$ cat src/inc/ecl_pkg.sv
// constants for the encoder counter and latch control channel
// assumes a single clock domain and a synchronous active-high reset
package ecl_pkg;

   // ==========================================
   // command byte field positions
   localparam int CMD_REG_COMM_BIT = 7;
   localparam int CMD_CLEAR_ON_LATCH_BIT = 5;
   localparam int CMD_ARM_FALL_BIT = 4;
   localparam int CMD_ARM_RISE_BIT = 3;
   localparam int CMD_PRESET_BIT = 2;
   localparam int CMD_SHOW_CAPT_BIT = 1;
   localparam int CMD_ARM_INDEX_BIT = 0;

   // ==========================================
   // state byte field positions
   localparam int STS_REG_COMM_BIT = 7;
   localparam int STS_GATE_LEVEL_BIT = 4;
   localparam int STS_INDEX_LEVEL_BIT = 3;
   localparam int STS_PRESET_ACK_BIT = 2;
   localparam int STS_SHOW_CAPT_BIT = 1;
   localparam int STS_INDEX_VALID_BIT = 0;

   // ==========================================
   // widths and values after reset
   localparam int ECL_DATA_W = 32;
   localparam logic [7:0] ECL_STATE_RESET = 8'h00;
   localparam logic [31:0] ECL_WORD_RESET = 32'h0000_0000;
   localparam int ECL_SYNC_STAGES = 2;

endpackage

$ cat src/hdl/ecl_sync2.sv
// two flip-flop synchroniser for a group of asynchronous pins
// assumes the pins are slow compared with clk
module ecl_sync2 #(
   parameter int WIDTH = 1
) (
   // clock and reset
   input wire logic clk,
   input wire logic srst,
   // pins and synchronised levels
   input wire logic [WIDTH-1:0] async_in,
   output logic [WIDTH-1:0] sync_out
);

   logic [WIDTH-1:0] meta_ff;
   logic [WIDTH-1:0] sync_ff;

   // first stage feeds only the second stage
   always_ff @(posedge clk) begin
      if (srst) begin
         meta_ff <= '0;
         sync_ff <= '0;
      end else begin
         meta_ff <= async_in;
         sync_ff <= meta_ff;
      end
   end

   assign sync_out = sync_ff;

endmodule

$ cat src/hdl/ecl_counter_latch.sv
// encoder counter channel: quadrature count, preset, latch capture, state byte
// assumes the coupler image (command byte, preset word) is on clk; pins are async
module ecl_counter_latch
   import ecl_pkg::*;
#(
   parameter bit HAS_LATCH_INPUTS = 1'b1
) (
   // clock and reset
   input wire logic clk,
   input wire logic srst,
   // coupler output image
   input wire logic [7:0] counter_command_byte,
   input wire logic [ECL_DATA_W-1:0] preset_value_word,
   // coupler input image
   output logic [7:0] counter_state_byte,
   output logic [ECL_DATA_W-1:0] input_value_word,
   // encoder pins
   input wire logic enc_a,
   input wire logic enc_b,
   input wire logic latch_pin,
   input wire logic index_pin,
   // gate lock configuration
   input wire logic lock_on_gate_high,
   input wire logic lock_on_gate_low
);

   // ==========================================
   // pin synchronisation
   logic [3:0] pins_sync;
   logic a_s, b_s, gate_s, index_s;

   ecl_sync2 #(.WIDTH(4)) u_sync (
      .clk(clk),
      .srst(srst),
      .async_in({enc_a, enc_b, latch_pin, index_pin}),
      .sync_out(pins_sync)
   );

   assign a_s = pins_sync[3];
   assign b_s = pins_sync[2];
   // the two-channel variant has no latch or index pins
   assign gate_s = HAS_LATCH_INPUTS ? pins_sync[1] : 1'b0;
   assign index_s = HAS_LATCH_INPUTS ? pins_sync[0] : 1'b0;

   // ==========================================
   // command decode
   logic proc_mode;
   logic cmd_clear, cmd_fall, cmd_rise, cmd_preset, cmd_show, cmd_index;

   assign proc_mode = ~counter_command_byte[CMD_REG_COMM_BIT];
   assign cmd_clear = proc_mode & HAS_LATCH_INPUTS & counter_command_byte[CMD_CLEAR_ON_LATCH_BIT];
   assign cmd_fall = proc_mode & HAS_LATCH_INPUTS & counter_command_byte[CMD_ARM_FALL_BIT];
   assign cmd_rise = proc_mode & HAS_LATCH_INPUTS & counter_command_byte[CMD_ARM_RISE_BIT];
   assign cmd_preset = proc_mode & counter_command_byte[CMD_PRESET_BIT];
   assign cmd_show = proc_mode & counter_command_byte[CMD_SHOW_CAPT_BIT];
   assign cmd_index = proc_mode & HAS_LATCH_INPUTS & counter_command_byte[CMD_ARM_INDEX_BIT];

   // ==========================================
   // state registers
   logic [ECL_DATA_W-1:0] count_ff, nxt_count;
   logic [ECL_DATA_W-1:0] capt_ff, nxt_capt;
   logic [ECL_DATA_W-1:0] value_ff, nxt_value;
   logic [7:0] state_ff, nxt_state;
   logic a_d_ff, b_d_ff, gate_d_ff, index_d_ff;
   logic fall_en_d_ff, rise_en_d_ff, index_en_d_ff, preset_d_ff;
   logic arm_fall_ff, nxt_arm_fall;
   logic arm_rise_ff, nxt_arm_rise;
   logic arm_index_ff, nxt_arm_index;
   logic index_valid_ff, nxt_index_valid;
   logic preset_ack_ff, nxt_preset_ack;

   // ==========================================
   // edge and arm helpers
   function automatic logic rose_now(input logic now_lvl, input logic prev_lvl);
      return now_lvl & ~prev_lvl;
   endfunction

   // one-shot arm: set on a 0->1 of the enable, held until its own capture, dropped with the enable;
   // a level-sensitive arm would recapture on every later pulse
   function automatic logic next_arm(input logic en, input logic en_d, input logic armed, input logic hit);
      return en & (~en_d | (armed & ~hit));
   endfunction

   // ==========================================
   // next-state logic
   logic step_up, step_dn, gate_rise, gate_fall, index_rise;
   logic capt_fall, capt_rise, capt_index, capture, locked;

   always_comb begin
      // x4 quadrature decode from the previous and present A/B levels
      step_up = (a_s ^ a_d_ff) & (a_s ^ b_s) | (b_s ^ b_d_ff) & ~(a_s ^ b_s);
      step_dn = (a_s ^ a_d_ff) & ~(a_s ^ b_s) | (b_s ^ b_d_ff) & (a_s ^ b_s);
      gate_rise = rose_now(gate_s, gate_d_ff);
      gate_fall = rose_now(~gate_s, ~gate_d_ff);
      index_rise = rose_now(index_s, index_d_ff);

      // a capture also needs its enable still high: an enable drop and a pin edge in one cycle
      // must not set the index valid flag once the controller has begun a re-arm
      capt_rise = arm_rise_ff & cmd_rise & gate_rise;
      capt_fall = arm_fall_ff & cmd_fall & gate_fall & ~cmd_rise;
      capt_index = arm_index_ff & cmd_index & index_rise;
      capture = capt_rise | capt_fall | capt_index;

      nxt_arm_rise = next_arm(cmd_rise, rise_en_d_ff, arm_rise_ff, capt_rise);
      nxt_arm_fall = next_arm(cmd_fall, fall_en_d_ff, arm_fall_ff, capt_fall);
      nxt_arm_index = next_arm(cmd_index, index_en_d_ff, arm_index_ff, capt_index);

      // valid clears only once the enable is low, so capture and clear never meet
      nxt_index_valid = capt_index | (index_valid_ff & cmd_index);

      nxt_capt = capture ? count_ff : capt_ff;

      locked = (lock_on_gate_high & gate_s) | (lock_on_gate_low & ~gate_s);
      nxt_count = count_ff;
      if (cmd_preset && !preset_d_ff) begin
         nxt_count = preset_value_word;
      end else if (capture && cmd_clear) begin
         nxt_count = ECL_WORD_RESET;
      end else if (!locked && step_up && !step_dn) begin
         nxt_count = count_ff + 32'h0000_0001;
      end else if (!locked && step_dn && !step_up) begin
         nxt_count = count_ff - 32'h0000_0001;
      end

      // ack rises once the preset load has happened and follows the bit down
      nxt_preset_ack = cmd_preset & (preset_d_ff | preset_ack_ff);

      nxt_value = cmd_show ? capt_ff : count_ff;

      nxt_state = ECL_STATE_RESET;
      nxt_state[STS_REG_COMM_BIT] = ~proc_mode;
      if (proc_mode) begin
         nxt_state[STS_GATE_LEVEL_BIT] = gate_s;
         nxt_state[STS_INDEX_LEVEL_BIT] = index_s;
         nxt_state[STS_PRESET_ACK_BIT] = preset_ack_ff;
         nxt_state[STS_SHOW_CAPT_BIT] = cmd_show;
         nxt_state[STS_INDEX_VALID_BIT] = index_valid_ff;
      end
   end

   // ==========================================
   // pin and enable history
   // history resets to the idle pin level, so the release of reset shows no false edge
   always_ff @(posedge clk) begin
      if (srst) begin
         a_d_ff <= 1'b0;
         b_d_ff <= 1'b0;
         gate_d_ff <= 1'b0;
         index_d_ff <= 1'b0;
         fall_en_d_ff <= 1'b0;
         rise_en_d_ff <= 1'b0;
         index_en_d_ff <= 1'b0;
         preset_d_ff <= 1'b0;
      end else begin
         a_d_ff <= a_s;
         b_d_ff <= b_s;
         gate_d_ff <= gate_s;
         index_d_ff <= index_s;
         fall_en_d_ff <= cmd_fall;
         rise_en_d_ff <= cmd_rise;
         index_en_d_ff <= cmd_index;
         preset_d_ff <= cmd_preset;
      end
   end

   // ==========================================
   // counter, capture and arm registers
   always_ff @(posedge clk) begin
      if (srst) begin
         count_ff <= ECL_WORD_RESET;
         capt_ff <= ECL_WORD_RESET;
         arm_fall_ff <= 1'b0;
         arm_rise_ff <= 1'b0;
         arm_index_ff <= 1'b0;
         index_valid_ff <= 1'b0;
         preset_ack_ff <= 1'b0;
      end else begin
         count_ff <= nxt_count;
         capt_ff <= nxt_capt;
         arm_fall_ff <= nxt_arm_fall;
         arm_rise_ff <= nxt_arm_rise;
         arm_index_ff <= nxt_arm_index;
         index_valid_ff <= nxt_index_valid;
         preset_ack_ff <= nxt_preset_ack;
      end
   end

   // ==========================================
   // coupler input image registers
   always_ff @(posedge clk) begin
      if (srst) begin
         value_ff <= ECL_WORD_RESET;
         state_ff <= ECL_STATE_RESET;
      end else begin
         value_ff <= nxt_value;
         state_ff <= nxt_state;
      end
   end

   assign counter_state_byte = state_ff;
   assign input_value_word = value_ff;

endmodule

$ cat config.mk
export PLATFORM = sky130hd
export DESIGN_NAME = ecl_counter_latch
export DESIGN_NICKNAME = d
export VERILOG_FILES = /design/src/inc/ecl_pkg.sv /design/src/hdl/ecl_sync2.sv /design/src/hdl/ecl_counter_latch.sv
export SDC_FILE = /design/constraint.sdc
export NUM_CORES = 1
export LEC_CHECK = 0
export BUFFER_PORTS_ARGS = -buffer_cell sky130_fd_sc_hd__buf_2
export CORE_MARGIN = 3
export CORE_UTILIZATION = 40
export CTS_CLUSTER_DIAMETER = 200
export DETAILED_ROUTE_END_ITERATION = 7
export GPL_ROUTABILITY_DRIVEN = 0
export PLACE_DENSITY = 0.6
export SLEW_MARGIN = 20
export SYNTH_ARGS = -nofsm -noshare
export SYNTH_HDL_FRONTEND = slang
export SYNTH_SLANG_ARGS = --single-unit
$ cat constraint.sdc
create_clock -name clk -period 11.44 [get_ports clk]
set_input_delay 1.144 -clock clk [delete_from_list [all_inputs] [get_ports clk]]
set_output_delay 1.144 -clock clk [all_outputs]
set_load 0.1 [all_outputs]
==> flow_summary.ini <==
[power_and_ir_drop]
vdd_ir_drop_max_v = 0.000112
power_density_nw_per_um2 = 196
p_leak_uw = 0.00298
total_power_uw = 1430

[sta]
skew_ns = 0.00891
rsz0062_at_grt = no
timing.fmax_ghz = 0.230
tightest_slew_ns = 1.06
hold_viol = 0
setup_tns_ns = 0
fin_crit_sh_pct = 38.0
slew_violations = 0
setup_violations = 0
fin_crit_ns = 4.35
max_slew_margin_pct = 29.3

[global_routing]
grt_usage_pct = 19.7
gr-total-overflow = 0
grt_pass1_wl_um = 26500
antenna_found_initial = 0
grt_pass1_vias = 5312
grt_max_degree = 74

[drt]
drtIter0Drc = 312
wl_per_cell_um = 15.9
via_count = 5489
detail-route-antenna-nets = 0
drt_first_pass_iters = 8
via_per_inst = 5.41
drcViolationCount = 0
routed_wl_um = 16100

[setup_path]
slowest_stage = or4_4
critPathKind = in2reg
reg2reg_depth = 14
critPathMaxFanout = 38
critPathLaunchType = primary input
cp_common_cell = nor3_1
cp_num_buf_inv = 3
max_stage_delay_ns = 0.56
cp_num_cells = 15
worstPathArrival_ns = 4.68
worstPathCellList = buf_2 -> mux2_2 -> nor3_1 -> inv_1 -> buf_4 -> ha_1 -> o211ai_1 -> o211ai_2 -> a31oi_1 -> o21ai_2 -> o221ai_2 -> or4_4 -> nor2_2 -> nor3_1 -> o32ai_2
crit_family = compound AO/OA/AOI/OAI gates
end_kind = flip-flop
required_ns = 11.77

[clock_network]
postCtsHoldBufs = 0
htree_levels = 4
path_clk_slew_ns = 0.05
clock-sinks = 123
cts_root_buf = clkbuf_16
cts_setup_buffers = 0
cts_inserted_buffers = 17
ctsResizeCount = 0
tritoncts = yes
cts.path.max_buffers = 2
clkLatencyLatePin_ns = 0.42

[hold_path]
min_path_cells = 1
min_path_type = reg2reg

[status]
outcome = finished clean

[finish]
diodes = 0
finalCoreUtilization_pct = 49.1
nets = 903
syn_to_final_growth_pct = 17.6
drive_above_1_share_pct = 18.1

[synthesis]
async_flop_share_pct = 0
ys_types = 77
netlist_instances = 750
mappedNetlistArea_um2 = 6180
synth_edf_count = 0
ys_ff_latch = 123
yosys_warnings = 0
ys_seq_area_share_pct = 39.8
synth.avg_cell_area_um2 = 8.24
yosys_most_used_dff = dfxtp_1

[placement]
dp_hpwl_um = 11100
port_buffers = 84

[die]
die_h_um = 130
start_util_pct = 41.7
core-area_um2 = 14800
num_rows = 44
pin_count = 88
die_w_um = 130
die_area_um2 = 17000

[flow_run]
max-cap-violations = 0
## registers in the layout (all words and copies together), names as in the netlist, 4 cells and up
| signal | flops |
|---|---|
| capt_ff | 32 |
| count_ff | 32 |
| counter_state_byte | 6 |
| input_value_word | 32 |
| u_sync.meta_ff | 4 |
| u_sync.sync_out | 4 |
## layout make-up
type / instances / area, um2
clock buffer: 21 / 470
clock inverter: 11 / 119
fill: 1441 / 7540
inverter: 6 / 22.5
multi-input combinational: 577 / 3480
sequential: 123 / 2460
tap: 184 / 230
timing repair buffer: 92 / 483
## report_power, final
group | switching (uW) | internal (uW) | leakage [uW]
logic | 257 | 163 | 0.00168
registers | 25.4 | 453 | 0.00100
clock network | 193 | 336 | 0.000293
total | 475 | 952 | 0.00298
## path summary, 6_finish.rpt
| check | from | end | slack (ns) |
|---|---|---|---|
| worst max-delay path | lock_on_gate_high | count_ff[29] | 7.09 |
| worst min-delay path | rise_en_d_ff | arm_rise_ff | 0.42 |
| worst max register to register | u_sync.sync_out[1] | count_ff[29] | 7.43 |
| worst min register to register | rise_en_d_ff | arm_rise_ff | 0.42 |
## layer usage
metal  track usage, %  share of wire, %  vias up
met4             7.89               2.3        0
met1             27.3                48     2545
met5                0                 0        -
met2             30.2                44      142
met3             3.77               5.6       30
li1                 -                 -     2772
## layout by cell type, fill, tap and decap left out, types with 10 or more instances in the layout
| cell type | instances |
|---|---|
| nor3_1 | 22 |
| xor2_1 | 10 |
| nor2b_1 | 13 |
| nand2_1 | 159 |
| ha_1 | 37 |
| a22oi_1 | 11 |
| o21ai_0 | 17 |
| xnor2_1 | 19 |
| nor2_1 | 41 |
| buf_2 | 83 |
| dfxtp_1 | 123 |
| clkbuf_16 | 17 |
| a21oi_1 | 114 |
## metrics by stage
stage	setup slack, ns	area (um2)	hold slack (ns)	cells
floorplan	6.92	6180	0.384	751
global placement	6.78	6680	0.389	982
detailed placement	6.74	6680	0.409	982
CTS	7.15	7260	0.419	1014
global route	6.80	7260	0.435	1014
finish	7.09	7260	0.418	1014
## cells by family after synthesis
kind of cell / synth area share (%)
xor gates and xnor gates: 4.11
buffers and inverters: 4.07
DFF: 39.8
other: 0.0607
AOI/OAI and AO/OA: 22.3
adders and majority gates: 7.82
and+or+nand+nor: 21.3
muxes: 0.506
## cells in the mapped netlist, types with 2 or more instances
cell / number / area, um2
a211oi_1: 5 / 37.5
a21boi_0: 4 / 30.0
a21o_1: 8 / 60.1
a21oi_1: 114 / 571
a21oi_2: 3 / 26.3
a221o_1: 2 / 20.0
a221oi_1: 5 / 43.8
a22oi_1: 11 / 82.6
a31o_2: 2 / 17.5
a31oi_1: 5 / 31.3
and2_1: 8 / 50.1
and3_1: 3 / 18.8
buf_2: 2 / 10.0
buf_4: 5 / 37.5
buf_6: 2 / 22.5
clkbuf_1: 32 / 120
dfxtp_1: 123 / 2460
ha_1: 37 / 463
inv_1: 5 / 18.8
mux2i_1: 2 / 20.0
nand2_1: 159 / 597
nand2b_1: 3 / 18.8
nand3_1: 9 / 45.0
nand3b_1: 4 / 30.0
nand4_1: 4 / 25.0
nor2_1: 41 / 154
nor2b_1: 14 / 87.6
nor3_1: 22 / 110
nor3b_1: 2 / 15.0
nor4b_1: 3 / 26.3
o211ai_1: 4 / 30.0
o21a_1: 8 / 60.1
o21ai_0: 17 / 85.1
o21ai_2: 2 / 17.5
o22ai_1: 7 / 43.8
o31ai_1: 3 / 22.5
or3_1: 3 / 18.8
xnor2_1: 19 / 166
xor2_1: 10 / 87.6
Power figures use the tool's default switching activity.
